<file path="src/hw/rlu_pkg.sv">
// Package of constants and types for the rotate-left unit.
package rlu_pkg;
  localparam int          DATA_W        = 8;
  localparam int          BANK_W        = 4;
  localparam int          FADDR_W       = 8;
  localparam int          DADDR_W       = 12;
  localparam int          MSB_POS       = 7;
  localparam logic [3:0]  OPC_HI        = 4'h3;
  localparam logic [3:0]  OPC_HI_NC     = 4'h4;
  localparam logic [1:0]  OPC_MID       = 2'h1;
  localparam int          POS_A         = 8;
  localparam int          POS_D         = 9;
  localparam logic        DEST_WORK     = 1'b0;
  localparam logic        BANK_ACCESS   = 1'b0;
  localparam logic [7:0]  ACCESS_SPLIT  = 8'h80;
  localparam logic [3:0]  ACCESS_LO_BK  = 4'h0;
  localparam logic [3:0]  ACCESS_HI_BK  = 4'hf;
  localparam logic [7:0]  RESET_BYTE    = 8'h00;

  typedef enum logic [3:0] {
    RLU_DECODE  = 4'b0001,
    RLU_READ    = 4'b0010,
    RLU_PROCESS = 4'b0100,
    RLU_WRITE   = 4'b1000
  } rlu_phase_t;
endpackage : rlu_pkg

</file>
<file path="src/hw/rlu_rot_if.sv">
// Interface carrying operand and results between the unit and its rotator.
`timescale 1ns/1ps
interface rlu_rot_if;
  logic [7:0] operand;
  logic       carry_in;
  logic       through_carry;
  logic [7:0] result;
  logic       carry_out;
  modport core (output operand, output carry_in, output through_carry,
                input result, input carry_out);
  modport rot (input operand, input carry_in, input through_carry,
               output result, output carry_out);
endinterface : rlu_rot_if

</file>
<file path="src/hw/rlu_rotator.sv">
// Combinational one-bit left rotator with optional carry path.
`timescale 1ns/1ps
module rlu_rotator (
  rlu_rot_if.rot r
);
  import rlu_pkg::*;

  // Bit 0 takes the old carry or the old top bit; carry takes the old top bit in the carry form, else keeps the old carry.
  wire fill_bit = r.through_carry ? r.carry_in
                                  : r.operand[MSB_POS];
  assign r.result    = {r.operand[MSB_POS-1:0], fill_bit};
  assign r.carry_out = r.through_carry ? r.operand[MSB_POS]
                                       : r.carry_in;
endmodule : rlu_rotator

</file>
<file path="src/hw/rlu_top.sv">
// Rotate-left execution unit: sequencing, addressing, writeback and flags.
`timescale 1ns/1ps
module rlu_top
  import rlu_pkg::*;
(
  // Clock and reset.
  input  wire logic                       i_sys_clk,
  input  wire logic                       i_rst,
  // Instruction issue.
  input  wire logic                       i_issue,
  input  wire logic [15:0]                i_instr,
  input  wire logic [rlu_pkg::BANK_W-1:0] i_bank_select_register,
  // Data memory port.
  output logic      [rlu_pkg::DADDR_W-1:0] o_mem_addr,
  output logic                            o_mem_rd,
  input  wire logic [rlu_pkg::DATA_W-1:0] i_mem_rdata,
  output logic                            o_mem_wr,
  output logic      [rlu_pkg::DATA_W-1:0] o_mem_wdata,
  // Core state.
  output logic      [rlu_pkg::DATA_W-1:0] o_working_register,
  output logic                            o_carry,
  output logic                            o_negative,
  output logic                            o_zero,
  output logic                            o_busy,
  output logic                            o_done
);
  import rlu_pkg::*;

  rlu_phase_t             phase;
  rlu_phase_t             next_phase;
  logic                   op_carry;
  logic                   op_dest;
  logic [DADDR_W-1:0]     op_addr;
  logic [DATA_W-1:0]      operand;
  logic [DATA_W-1:0]      result;
  logic                   carry_new;

  // Opcode decode: carry form and plain form share the middle bits.
  wire is_rlc  = i_instr[15:12] == OPC_HI    && i_instr[11:10] == OPC_MID;
  wire is_rlnc = i_instr[15:12] == OPC_HI_NC && i_instr[11:10] == OPC_MID;
  wire accept  = i_issue && phase == RLU_DECODE && (is_rlc || is_rlnc);

  // Access bank splits low half to bank 0 and high half to the top bank.
  wire [FADDR_W-1:0] f_addr  = i_instr[FADDR_W-1:0];
  wire [BANK_W-1:0]  acc_bk  = (f_addr < ACCESS_SPLIT) ? ACCESS_LO_BK
                                                       : ACCESS_HI_BK;
  wire [BANK_W-1:0]  bank    = (i_instr[POS_A] == BANK_ACCESS) ? acc_bk
                                 : i_bank_select_register;
  wire [DADDR_W-1:0] eff_adr = {bank, f_addr};

  rlu_rot_if rif ();
  assign rif.operand       = operand;
  assign rif.carry_in      = o_carry;
  assign rif.through_carry = op_carry;
  rlu_rotator u_rot (.r(rif));

  // Phase sequence: decode, read, process, write.
  always_comb begin
    next_phase = phase;
    case (phase)
      RLU_DECODE:  if (accept) next_phase = RLU_READ;
      RLU_READ:    next_phase = RLU_PROCESS;
      RLU_PROCESS: next_phase = RLU_WRITE;
      RLU_WRITE:   next_phase = RLU_DECODE;
      default:     next_phase = RLU_DECODE;
    endcase
  end

  always_ff @(posedge i_sys_clk) begin
    if (i_rst) phase <= RLU_DECODE;
    else       phase <= next_phase;
  end

  // Latch the decoded fields and the effective address.
  always_ff @(posedge i_sys_clk) begin
    if (i_rst) begin
      op_carry <= 1'b0;
      op_dest  <= 1'b1;
      op_addr  <= '0;
    end else if (accept) begin
      op_carry <= is_rlc;
      op_dest  <= i_instr[POS_D];
      op_addr  <= eff_adr;
    end
  end

  // Memory read strobe during the read phase.
  always_ff @(posedge i_sys_clk) begin
    if (i_rst) begin
      o_mem_addr <= '0;
      o_mem_rd   <= 1'b0;
    end else begin
      o_mem_addr <= accept ? eff_adr : op_addr;
      o_mem_rd   <= accept;
    end
  end

  // Capture the operand, then the rotated result.
  always_ff @(posedge i_sys_clk) begin
    if (i_rst) begin
      operand   <= RESET_BYTE;
      result    <= RESET_BYTE;
      carry_new <= 1'b0;
    end else begin
      if (phase == RLU_READ) operand <= i_mem_rdata;
      if (phase == RLU_PROCESS) begin
        result    <= rif.result;
        carry_new <= rif.carry_out;
      end
    end
  end

  // Writeback and flags.
  wire wr_now = phase == RLU_WRITE;
  always_ff @(posedge i_sys_clk) begin
    if (i_rst) begin
      o_mem_wr           <= 1'b0;
      o_mem_wdata        <= RESET_BYTE;
      o_working_register <= RESET_BYTE;
      o_carry            <= 1'b0;
      o_negative         <= 1'b0;
      o_zero             <= 1'b0;
      o_done             <= 1'b0;
    end else begin
      o_mem_wr <= wr_now && op_dest != DEST_WORK;
      o_done   <= wr_now;
      if (wr_now) begin
        o_mem_wdata <= result;
        if (op_dest == DEST_WORK) o_working_register <= result;
        if (op_carry) o_carry <= carry_new;
        o_negative <= result[MSB_POS];
        o_zero     <= result == RESET_BYTE;
      end
    end
  end

  // Busy follows the phase that the next edge enters, so it drops at done.
  always_ff @(posedge i_sys_clk) begin
    if (i_rst) o_busy <= 1'b0;
    else       o_busy <= next_phase != RLU_DECODE;
  end

  // Rotator results against the operand and carry that fed them.
  chk_carry_rotate: assert property (
    @(posedge i_sys_clk) disable iff (i_rst)
    phase == RLU_PROCESS && op_carry |=> result ==
      {$past(operand[6:0]), $past(o_carry)} && carry_new == $past(operand[7]))
    else $error("carry rotate result wrong");
  chk_plain_rotate: assert property (
    @(posedge i_sys_clk) disable iff (i_rst)
    phase == RLU_PROCESS && !op_carry |=> result ==
      {$past(operand[6:0]), $past(operand[7])})
    else $error("plain rotate result wrong");
  chk_operand_take: assert property (
    @(posedge i_sys_clk) disable iff (i_rst)
    phase == RLU_READ |=> operand == $past(i_mem_rdata))
    else $error("operand not taken in read phase");

  // Flags: carry only from the carry form, N and Z from every result.
  chk_plain_carry: assert property (
    @(posedge i_sys_clk) disable iff (i_rst)
    wr_now && !op_carry |=> $stable(o_carry))
    else $error("plain rotate changed carry");
  chk_carry_update: assert property (
    @(posedge i_sys_clk) disable iff (i_rst)
    wr_now && op_carry |=> o_carry == $past(carry_new))
    else $error("carry flag not updated by carry rotate");
  chk_flags_nz: assert property (
    @(posedge i_sys_clk) disable iff (i_rst)
    o_done |-> o_zero == (o_mem_wdata == RESET_BYTE) &&
      o_negative == o_mem_wdata[7])
    else $error("negative or zero flag wrong");

  // Writeback goes to exactly one destination.
  chk_dest_working: assert property (
    @(posedge i_sys_clk) disable iff (i_rst)
    wr_now && op_dest == DEST_WORK |=> !o_mem_wr &&
      o_working_register == $past(result))
    else $error("working register writeback wrong");
  chk_dest_file: assert property (
    @(posedge i_sys_clk) disable iff (i_rst)
    wr_now && op_dest != DEST_WORK |=> o_mem_wr &&
      o_mem_wdata == $past(result) && $stable(o_working_register))
    else $error("file writeback wrong");
  chk_work_hold: assert property (
    @(posedge i_sys_clk) disable iff (i_rst)
    !(wr_now && op_dest == DEST_WORK) |=> $stable(o_working_register))
    else $error("working register changed without writeback");

  // Operand address from the access bank or the bank select register.
  chk_bank_access: assert property (
    @(posedge i_sys_clk) disable iff (i_rst)
    accept && i_instr[POS_A] == BANK_ACCESS |=>
      o_mem_addr[11:8] == ($past(i_instr[7]) ? ACCESS_HI_BK : ACCESS_LO_BK))
    else $error("access bank address wrong");
  chk_bank_select: assert property (
    @(posedge i_sys_clk) disable iff (i_rst)
    accept && i_instr[POS_A] != BANK_ACCESS |=>
      o_mem_addr[11:8] == $past(i_bank_select_register))
    else $error("banked address wrong");

  // Sequencing: four phases, single-cycle pulses, no issue while busy.
  chk_phase_len: assert property (
    @(posedge i_sys_clk) disable iff (i_rst)
    accept |=> o_mem_rd ##3 o_done)
    else $error("phase sequence length wrong");
  chk_busy_span: assert property (
    @(posedge i_sys_clk) disable iff (i_rst)
    accept |=> o_busy [*3] ##1 !o_busy)
    else $error("busy span wrong");
  chk_read_pulse: assert property (
    @(posedge i_sys_clk) disable iff (i_rst)
    o_mem_rd |=> !o_mem_rd)
    else $error("read strobe longer than one cycle");
  chk_done_pulse: assert property (
    @(posedge i_sys_clk) disable iff (i_rst)
    o_done |=> !o_done)
    else $error("done pulse longer than one cycle");
  chk_busy_refuse: assert property (
    @(posedge i_sys_clk) disable iff (i_rst)
    o_busy |=> !o_mem_rd)
    else $error("issue taken while busy");
endmodule : rlu_top

</file>
<file path="config.mk">
export PLATFORM = sky130hd
export DESIGN_NAME = rlu_top
export DESIGN_NICKNAME = d
export VERILOG_FILES = /design/src/hw/rlu_pkg.sv /design/src/hw/rlu_rot_if.sv /design/src/hw/rlu_rotator.sv /design/src/hw/rlu_top.sv
export SDC_FILE = /design/constraint.sdc
export NUM_CORES = 1
export LEC_CHECK = 0
export BUFFER_PORTS_ARGS = -buffer_cell sky130_fd_sc_hd__buf_2
export CORE_MARGIN = 2
export CORE_UTILIZATION = 25
export CTS_BUF_LIST = sky130_fd_sc_hd__clkbuf_8 sky130_fd_sc_hd__clkbuf_16
export DETAILED_ROUTE_END_ITERATION = 16
export GPL_ROUTABILITY_DRIVEN = 1
export PLACE_DENSITY_LB_ADDON = 0.12
export SLEW_MARGIN = 25
export SYNTH_ARGS = -nofsm -noshare
export SYNTH_HDL_FRONTEND = slang
export SYNTH_SLANG_ARGS = --single-unit
</file>
<file path="constraint.sdc">
create_clock -name i_sys_clk -period 5.19 [get_ports i_sys_clk]
set_clock_uncertainty 0.2 [all_clocks]
set_input_delay 0.7785 -clock i_sys_clk [delete_from_list [all_inputs] [get_ports i_sys_clk]]
set_output_delay 0.7785 -clock i_sys_clk [all_outputs]
set_load 0.1 [all_outputs]
</file>
Yosys cells after proc, flatten, opt, wreduce, memory -nomap -nowiden:

Cells that the tools add are included.
W data, S select, Z words.

* equality and inequality tests: 8
* add/subtract/negate cells: 0
* reduce and logical (&&, ||, !) cells: 9
* multiplexer cells: 6
* $lt $le $gt $ge: 1
* divide/modulo/power cells: 0
* $mul: 0
* shifts and indexed selects: 0
* bitwise gates (word level): 1

Operators with widths (count)
* $mux W4: 3
* $pmux W4 S3: 1
* $eq A4 B2 Y1 const B: 2
* $eq A4 B3 Y1 const B: 2
* $logic_not A8 Y1: 1
* $lt A8 B8 Y1 const B: 1
* $logic_and A1 B1 Y1: 5
* $eq A4 B1 Y1 const B: 1
* $eq A4 B4 Y1 const B: 1
* $ne A4 B1 Y1 const B: 1
* $reduce_and A2 Y1: 2
* $eq A2 B1 Y1 const B: 1
* $mux W1: 2
* $logic_or A1 B1 Y1: 1
* $not A1 Y1: 1

* register bits after elaboration: 58
* logic and storage cells: 41
* memory bits (writable): 0
* bits in read-only memories: 0
* output and inout bits: 35
* bits in latches: 0
* input port bits: 31
* memories kept: 0

Logic depth before layout (Yosys ltp):

Gate-level depths: netlist of run 1.

* word-level depth: 7
* mapped depth: 5
* gate-level depth less buffers: 3

Cells and area by module:

Synthesis of run 1 repeated with hierarchy kept, for this count alone.

* cells, all modules: 259
* area, all modules: 2255.9 um^2

Modules (own cells, without submodules)
* rlu_top: sequential area each 1141.1 um^2, area an instance 2173.3 um^2, cells an instance 249, instances 1
* rlu_rotator: sequential area each 0.0 um^2, area an instance 82.6 um^2, cells an instance 10, instances 1

Worst setup path after synthesis of run 1:

No wires, ideal clock.

* kind: register -> output
* start point: register o_mem_wdata[7] (netlist bit)
* end point: output o_mem_wdata[7] (netlist bit)
* data required time: 4.212 ns
* path slack: 2.838 ns
* arrival: 1.373 ns
* cell stages (with the launch flop): 2
* buffers on the path: 1
* cells stage by stage: dfxtp_1 -> buf_4

RTL lines
* start: declaration: RTL line rlu_top.sv:18 `output logic [rlu_pkg::DATA_W-1:0] o_mem_wdata,`
* start signal: assignment: RTL line rlu_top.sv:128 `o_mem_wdata <= result;`

No word-level cell between the ends.

==> results of run 1 <==
==> cell type report <==
type | count | area, µm² | area share (%)
clock buffers | 10 | 138 | 4.85
clock inverters | 6 | 105 | 3.71
inverters | 3 | 11.3 | 0.397
multi-input cells | 172 | 973 | 34.3
flip-flops and latches | 57 | 1140 | 40.2
well taps | 108 | 135 | 4.76
repair buffers | 66 | 333 | 11.7
==> logic make-up (layout without fill, tap and decap cells) <==
group	Yosys count	after routing	synth area share [%]
AOI/OAI and AO/OA	50	50	12.5
DFF	57	57	52.4
buffers and inverters	20	85	4.19
and+or+nand+nor	103	103	21.9
muxes	19	19	8.96
==> layer usage <==
layer,wire [µm],vias up,GRT usage [%]
met2,2320,40,15.9
met4,76,0,6.73
met3,233,7,3.09
met1,2640,873,16.3
li1,-,974,-
met5,0,-,0
==> stage by stage <==
stage	setup slack, ps	hold slack (ps)	std cells	cell area, µm²	total power [mW]
global route	2210	267	422	2840	1.02
detailed placement	2070	245	406	2580	0.487
finish	2450	250	422	2840	0.981
global placement	2060	241	406	2580	0.487
CTS	2430	255	422	2820	0.997
floorplan	2840	232	249	2180	0.471
==> flip-flops by register name, indices dropped and copies added, names as in the netlist <==
register / flops
o_mem_addr: 12
o_mem_wr: 1
o_zero: 1
op_dest: 1
phase: 4
result: 8
o_done: 1
o_working_register: 8
o_mem_wdata: 8
o_mem_rd: 1
operand: 8
o_carry: 1
o_busy: 1
op_carry: 1
carry_new: 1
==> power by group through the flow <==
stage / combinational (mW) / sequential, mW / clock, mW
after floorplan: 0.0169 / 0.455 / 0
after global placement: 0.0380 / 0.449 / 0
after detailed placement: 0.0382 / 0.449 / 0
after CTS: 0.0383 / 0.439 / 0.520
after global routing: 0.0421 / 0.439 / 0.541
final: 0.0382 / 0.439 / 0.504
==> worst max-delay path by stage <==
stage / from / to / slack (ps)
floorplan: o_mem_wdata[7] / o_mem_wdata[7] / 2840
global placement: i_rst / op_carry / 2060
CTS: i_rst / op_carry / 2430
detailed placement: i_rst / op_carry / 2070
finish: i_rst / op_carry / 2450
global route: i_rst / op_carry / 2210
==> cells in the mapped netlist (all sizes together) <==
cell      n  share of area, %
nand2    71                12
dfxtp    57                52
a21oi    33               7.6
mux2i    15               6.9
clkbuf   10               1.7
nand3    10               2.3
nor2      9               1.6
o21ai     9               2.1
buf       7               2.0
mux2      4               2.1
or4b      4               2.0
a211oi    3               1.0
nor4b     3               1.8
clkinv    2              0.34
nor4      2              0.57
a211o     1              0.40
a31oi     1              0.29
inv       1              0.17
nand3b    1              0.34
nand4bb   1              0.52
nor3      1              0.23
o311ai    1              0.40
o31ai     1              0.34
o41ai     1              0.40
or3b      1              0.40
==> worst max-delay path, delay by kind of cell <==
family                 cells  cell delay (ps)
buffers and inverters      2             1460
AO/OA/AOI/OAI              2              450
==> metrics.md, run 1 <==
| Metric | Value |
|---|---|
| Seq/Total Area, Yosys | 52.4% |
| Post-CTS resize count | 0 |
| Most frequent cells in the layout | 71 x nand2_1, 65 x buf_2, 57 x dfxtp_1 |
| RSZ-0062 raised after global routing | false |
| Synthesized flop and latch total | 57 |
| H-tree depth | 3 |
| Nets | 340 |
| Core footprint | 8590 µm² |
| Pwr dens | 346 nW/µm² |
| Reg clk slew, reported paths | 60 ps |
| Reg2reg path depth | 3 |
| Ports | 66 |
| Hold Path Class | reg2reg |
| Global placement routability congestion | 0.685 |
| Netlist cell types | 30 |
| Mapped Cells | 249 |
| Pin count of the biggest net entering global routing | 47 |
| Hpwl dp | 3.66 mm |
| Clk sink count | 57 |
| CP arrival | 2710 ps |
| Worst r2r dst | o_mem_addr[7] |
| Initial antenna violation count | 0 |
| Commonest non-fill, non-tap cell in the layout | nand2_1 |
| # Post-CTS Setup Buffers | 0 |
| Vias in the first global route | 1727 |
| Area Overhead vs Synth | 30.2% |
| Max Slew Vio Count | 0 |
| Max IR drop VDD | 0.000142 V |
| Period utilisation layout | 52.7% |
| GRT overflow | 0 |
| Clock Path Buffers | 2 |
| Worst-margin pin slew | 846 ps |
| Max cap viols | 0 |
| Drt total wl | 5.27 mm |
| Vias after detailed routing | 1894 |
| Hold path depth | 2 |
| Kind of critical path | in2reg |
| FMAX | 365 MHz |
| Clk_lat worst skew | 320 ps |
| Comb power frac | 3.9% |
| Syn Std Cell Area | 2180 µm² |
| Sw Ratio | 20.3% |
| Post-CTS Hold Fix Bufs | 0 |
| Layout cell share with drive strength beyond 1 | 30.3% |
| Sequential share of power | 44.8% |
| CTS tree | done |
| Hold Crit Start | o_mem_wdata[1] |
| Final core occ | 33.0% |
| Clk pwr share | 51.3% |
| Worst r2r src | phase[1] |
| Fin. Hold Viols | 0 |
| Ant. Diodes | 0 |
| Setup TNS | 0 ps |
| First-pass GRT wire length | 8.76 mm |
| Layout fillers | 980 |
| Synth Warn # | 0 |
| R2R Setup Slk | 3070 ps |
| Die Width | 97.3 µm |
| Outcome | complete, no violations |
| Critical Path Source Type | primary input |
| Post-route DRC | 0 |
| Avg WL per Cell | 12.5 µm |
| P_int | 0.783 mW |
| Root Buffer | clkbuf_8 |
| Cts bufs inserted | 9 |
| Net switching power | 0.199 mW |
| Critical Path Max Stage Delay | 820 ps |
| Hold EP | o_mem_wdata[1] |
| CP cell instances | buf_2 -> clkinv_1 -> o311ai_0 -> o41ai_1 |
| Post-route ant nets | 0 |
| Final Critical Period | 2740 ps |
| Vert. Die Dim | 97.3 µm |
| P_leak | 1.13 nW |
| Gr usage total | 11.6% |
| DIE AREA | 9480 µm² |
| IO buf count | 65 |
| CP Max Fanout | 46 |
| Post-Syn Nets | 280 |
| Initial DRC count | 55 |
| Rows | 34 |
| Avg Synthesized Cell Area | 8.75 µm² |
| Initial Util | 25.3% |
| Crit-path slowest cell | clkinv_1 |
| DR pass1 iterations | 4 |
| Vias/cell | 4.49 |
| Setup violations, final | 0 |
| Slew margin rel. | 43.6% |
| Crit end category | flop |
| Worst Path Required | 5170 ps |
No activity file was read; power rests on OpenSTA's default activity.
==> run 2, diff against run 1 <==
--- a/config.mk
+++ b/config.mk
@@ -5,6 +5,7 @@
 export SDC_FILE = /design/constraint.sdc
 export NUM_CORES = 1
 export LEC_CHECK = 0
+export ABC_AREA = 1
 export BUFFER_PORTS_ARGS = -buffer_cell sky130_fd_sc_hd__buf_2
 export CORE_MARGIN = 2
 export CORE_UTILIZATION = 25
==> constraint.sdc (replaced) <==
create_clock -name i_sys_clk -period 2.84 [get_ports i_sys_clk]
set_clock_uncertainty 0.2 [all_clocks]
set_input_delay 0.426 -clock i_sys_clk [delete_from_list [all_inputs] [get_ports i_sys_clk]]
set_output_delay 0.426 -clock i_sys_clk [all_outputs]
set_load 0.1 [all_outputs]
==> metrics.md, run 2 <==
| Metric | Value |
|---|---|
| DIE AREA | 9800 µm² |
| Ant. Diodes | 0 |
| Max cap viols | 0 |
| Reg2reg path depth | 6 |
| DR pass1 iterations | 4 |
| Worst Setup Slack post-DPL | 873 ps |
| FMAX | 540 MHz |
| Post-Layout Inst Area | 2850 µm² |
| Max Slew Vio Count | 0 |
| Worst-margin pin slew | 633 ps |
| # Post-CTS Setup Buffers | 0 |
| Critical Path Source Type | flop |
| Post-synth top area share | 50.6% |
| Hold Crit Start | i_mem_rdata[1] |
| Most frequent cells in the layout | 78 x nor2_1, 65 x buf_2, 57 x dfxtp_1 |
| Area occupied by multi-input gates | 938 µm² |
| Avg WL per Cell | 11.3 µm |
| Post-route ant nets | 0 |
| Worst r2r dst | o_mem_wdata[1] |
| Seq/Total Area, Yosys | 50.6% |
| Pin count of the biggest net entering global routing | 26 |
| Reg clk slew, reported paths | 70 ps |
| Synth Warn # | 0 |
| CP arrival | 1880 ps |
| Reg area | 1140 µm² |
| Worst Setup SP | phase[0] |
| Mapped Cells | 296 |
| RSZ-0062 raised after global routing | false |
| Synth Flop Type | dfxtp_1 |
| Post-Syn Nets | 327 |
| FFs w/ async S/R, synth | 0% |
| Setup violations, final | 0 |
| Worst Path Required | 2870 ps |
| Commonest non-fill, non-tap cell in the layout | nor2_1 |
| Number of flip-flops in the largest register | 12 |
| Area Overhead vs Synth | 26.4% |
| Root Buffer | clkbuf_8 |
| Nets | 392 |
| Synthesized flop and latch total | 57 |
| Rows | 34 |
| Core footprint | 8720 µm² |
| Clk_lat worst skew | 330 ps |
| Hpwl dp | 3.83 mm |
| Period utilisation layout | 65.3% |
| GRT overflow | 0 |
| Post-synth EDFFs | 0 |
| Final WS setup | 987 ps |
| Kind of critical path | reg2reg |
| Initial antenna violation count | 0 |
| Most frequent cell after synthesis | nor2_1 |
| Top cells by instance count after synthesis | 78 x nor2_1, 57 x dfxtp_1, 45 x nand2_1 |
| Setup TNS | 0 ps |
| P_leak | 1.34 nW |
| Layout fillers | 966 |
| Vias after detailed routing | 1990 |
| Ports | 66 |
| Avg Synthesized Cell Area | 7.63 µm² |
| Syn Std Cell Area | 2260 µm² |
| R2R Setup Slk | 990 ps |
| Initial DRC count | 54 |
| IO buf count | 65 |
| Post-CTS resize count | 0 |
| Post-route DRC | 0 |
| CP Max Fanout | 13 |
| Fin. Hold Viols | 0 |
| Initial Util | 25.9% |
| Top reg by flops | o_mem_addr |
| Pwr dens | 604 nW/µm² |
| Drt total wl | 5.36 mm |
| First-pass GRT wire length | 9.16 mm |
| Hold Path Class | in2reg |
| H-tree depth | 3 |
| Post-CTS Hold Fix Bufs | 0 |
| Vert. Die Dim | 99.0 µm |
| Vias/cell | 4.20 |
| Final Critical Period | 1850 ps |
| Die Width | 99.0 µm |
| Clk sink count | 57 |
| Worst r2r src | phase[0] |
| Synth area leader | dfxtp_1 |
| Vias in the first global route | 1910 |
| CTS tree | done |
| Netlist cell types | 24 |
| Tot Pwr | 1.73 mW |
| Layout cell share with drive strength beyond 1 | 26.8% |
| Hold EP | operand[1] |
| Hold path depth | 3 |
| Global placement routability congestion | 0.736 |
| Crit end category | flop |
| Outcome | complete, no violations |
| Cts bufs inserted | 9 |
| Max IR drop VDD | 0.000203 V |
| Gr usage total | 11.8% |
| Synth top area cells | dfxtp_1 51%, nor2_1 13%, nand2_1 7.5% |
| Clock Path Buffers | 2 |
| DP Area | 2630 µm² |
| Slew margin rel. | 57.7% |
## run 2: final cells by class
type | instances | area share, %
inverters | 21 | 2.76
repair buffers | 67 | 11.9
clock buffers | 10 | 4.82
well taps | 108 | 4.73
flip-flops and latches | 57 | 40.0
clock inverters | 6 | 2.89
multi-input cells | 205 | 32.9
## run 2: metal layers
metal | up-vias | share of wire (%) | wire length [µm] | GRT usage, %
met5 | - | 0 | 0 | 0
met4 | 0 | 2.0 | 109 | 6.01
met3 | 9 | 6.1 | 326 | 3.97
met2 | 44 | 41 | 2170 | 17.2
met1 | 865 | 51 | 2750 | 15.6
li1 | 1072 | - | - | -
## run 2: per-stage QoR
| step | cells | util, % | hold slack, ps |
|---|---|---|---|
| floorplan | 296 | - | 237 |
| global placement | 458 | 30.2 | 254 |
| detailed placement | 458 | 30.2 | 253 |
| CTS | 474 | 32.7 | 95.4 |
| global route | 474 | 32.7 | 107 |
| finish | 474 | 32.7 | 110 |
## run 2: cells by family after synthesis
| family | share of synthesized area, % |
|---|---|
| flip-flops | 50.6 |
| buffers and inverters | 7.87 |
| AND/OR/NAND/NOR | 30.2 |
| AO/OA/AOI/OAI | 11.4 |
## run 2: worst max-delay path by stage
stage	end	cells after the start
2_1_floorplan	o_mem_wdata[7]	1
3_3_place_gp	o_mem_wdata[7]	5
3_5_place_dp	o_mem_wdata[7]	5
4_1_cts	o_mem_wdata[0]	6
5_1_grt	o_mem_wdata[0]	6
6_report	o_mem_wdata[1]	6
## run 2: power breakdown
| part | internal (mW) | total, mW | leakage (nW) | switching (mW) |
|---|---|---|---|---|
| Combinational | 0.0288 | 0.0873 | 0.764 | 0.0585 |
| Sequential | 0.802 | 0.804 | 0.459 | 0.00173 |
| Clock | 0.513 | 0.834 | 0.117 | 0.321 |
## run 2: worst max-delay path, cell delays in order, from the launching register on
cell,delay [ps]
dfxtp_1,350
nor2_2,130
inv_2,50
nor3_4,490
inv_2,200
o21ai_0,260
nor2_1,60
==> run 3, diff against run 2 <==
==> constraint.sdc (replaced) <==
create_clock -name i_sys_clk -period 1.55 [get_ports i_sys_clk]
set_clock_uncertainty 0.2 [all_clocks]
set_input_delay 0.2325 -clock i_sys_clk [delete_from_list [all_inputs] [get_ports i_sys_clk]]
set_output_delay 0.2325 -clock i_sys_clk [all_outputs]
set_load 0.1 [all_outputs]
==> metrics.md, run 3 (synthesis results as in run 2) <==
| Metric | Value |
|---|---|
| Ports | 66 |
| Slew margin rel. | 67.1% |
| Kind of critical path | reg2out |
| Crit-path slowest cell | buf_2 |
| Area occupied by multi-input gates | 941 µm² |
| Fin. Hold Viols | 0 |
| Initial Util | 25.9% |
| CP Max Fanout | 2 |
| Worst Path Required | 1120 ps |
| Global placement routability congestion | 0.707 |
| Hpwl dp | 4.02 mm |
| Rows | 34 |
| Critical Path Source Type | flop |
| Sequential share of power | 43.1% |
| Top reg by flops | o_mem_addr |
| Post-Layout Inst Area | 3230 µm² |
| Max IR drop VDD | 0.000452 V |
| Critical Path Max Stage Delay | 420 ps |
| Crit end category | output port |
| Final WS setup | 29.1 ps |
| First-pass GRT wire length | 9.30 mm |
| Met3 Use GR | 2.77% |
| H-tree depth | 3 |
| Net switching power | 0.710 mW |
| GRT overflow | 0 |
| Worst Setup Slack post-DPL | 52.9 ps |
| CP top delay family | buffers and inverters |
| Clock Path Buffers | 2 |
| Initial DRC count | 100 |
| Vias in the first global route | 1939 |
| M2 GR Usage | 17.6% |
| Layout fillers | 925 |
| Worst Setup SP | o_mem_addr[1] |
| Sw Ratio | 20.8% |
| Period utilisation layout | 98.1% |
| Area Overhead vs Synth | 43.1% |
| Commonest non-fill, non-tap cell in the layout | nor2_1 |
| IO buf count | 65 |
| Reg area | 1140 µm² |
| FMAX | 658 MHz |
| Final Critical Period | 1520 ps |
| Outcome | complete, no violations |
| Vias/cell | 4.18 |
| Crit path buf inv count | 1 |
| P_int | 2.71 mW |
| Post-route ant nets | 0 |
| Ant. Diodes | 0 |
| Initial antenna violation count | 0 |
| Max cap viols | 0 |
| R2R Setup Slk | 110 ps |
| Drt total wl | 5.60 mm |
| Final hold slack | 12.4 ps |
| Pin count of the biggest net entering global routing | 22 |
| DP Area | 2770 µm² |
| Comb power frac | 5.9% |
| Post-route DRC | 0 |
| Final core occ | 37.0% |
| Gr usage total | 12.1% |
| Clk pwr share | 51.1% |
| Most crowded layer after global routing | met2 |
| Setup violations, final | 0 |
| P_leak | 1.48 nW |
| Worst r2r src | phase[1] |
| Setup TNS | 0 ps |
| CP arrival | 1090 ps |
| CP cell instances | buf_2 |
| Hold Path Class | in2reg |
| Reg2reg path depth | 7 |
| Number of flip-flops in the largest register | 12 |
| DIE AREA | 9800 µm² |
| RSZ-0062 raised after global routing | true |
| Vert. Die Dim | 99.0 µm |
| Most frequent cells in the layout | 77 x nor2_1, 55 x dfxtp_1, 45 x nand2_1 |
| Die Width | 99.0 µm |
| Reg clk slew, reported paths | 70 ps |
| Root Buffer | clkbuf_8 |
| Nets | 418 |
| Worst r2r dst | o_working_register[5] |
| DR pass1 iterations | 4 |
| Worst-margin pin slew | 497 ps |
| Max Slew Vio Count | 0 |
| Clk_lat worst skew | 330 ps |
| CTS tree | done |
| Vias after detailed routing | 2090 |
| Avg WL per Cell | 11.2 µm |
| Cts bufs inserted | 9 |
| Pwr dens | 1060 nW/µm² |
| Core footprint | 8720 µm² |
| Hold Crit Start | i_instr[5] |
| Cell count along the critical path | 1 |
| Layout cell share with drive strength beyond 1 | 29.1% |
| GRT met1 Usage | 16.4% |
| Clk sink count | 57 |
| CP Capture Point | o_mem_addr[1] |
-- run 3: changes by cell type in the layout (fill, tap and decap cells not counted), sizes merged --
cell / previous run / this run
clkbuf: 10 / 22
buf: 67 / 69
dlygate4sd3: 0 / 13
clkinv: 5 / 3
bufinv: 2 / 3
-- run 3: stage by stage --
| step | instances | total power [mW] |
|---|---|---|
| 4_1_cts | 499 | 3.47 |
| 3_3_place_gp | 470 | 1.68 |
| 3_5_place_dp | 470 | 1.68 |
| 5_1_grt | 500 | 3.55 |
| 2_1_floorplan | 296 | 1.62 |
| 6_report | 500 | 3.42 |
-- run 3: worst register-to-register path, cell delays in order, from the launching register on --
cell     delay [ps]
dfxtp_1         330
nor2_2          140
inv_2            50
nor3_4          200
buf_6           190
nand2_4          90
nand2_1          70
a21oi_1          50
-- run 3: how the worst min path moves through the flow --
stage / end / slack, ps / cells past startpoint
CTS: o_mem_addr[5] / 3 / 4
finish: o_mem_addr[5] / 10 / 4
floorplan: operand[0] / 170 / 2
global placement: operand[1] / 250 / 3
detailed placement: operand[2] / 260 / 3
global route: o_mem_addr[5] / 50 / 4
-- run 3: area by class of cell --
class	count	area share, %
clock buffer	11	4.69
multi-input combinational	205	29.1
clock inverter	5	3.18
tap	108	4.18
sequential	57	35.4
timing repair buffer	93	21.0
inverter	21	2.44
-- run 3: power by group through the flow --
stage               registers [mW]  clock network [mW]  logic [mW]
finish                        1.47                1.75       0.200
global route                  1.47                1.86       0.222
CTS                           1.47                1.79       0.199
detailed placement            1.51                   0       0.174
global placement              1.51                   0       0.173
floorplan                     1.54                   0      0.0743
-- run 3: what timing repair did --
| item | in CTS | in global routing |
|---|---|---|
| pin swaps | 0 | 1 |
| gates resized for setup | 14 | 14 |
| hold buffers | 13 | 0 |
| endpoints found under the hold margin | 13 | 0 |
| endpoints found under the setup margin | 14 | 29 |
| setup buffers | 0 | 1 |
-- run 3: per-layer routing --
metal	up-vias	part of all wire (%)
met2	39	44
met4	0	2.0
met5	-	0
met3	9	3.8
met1	920	51
li1	1122	-
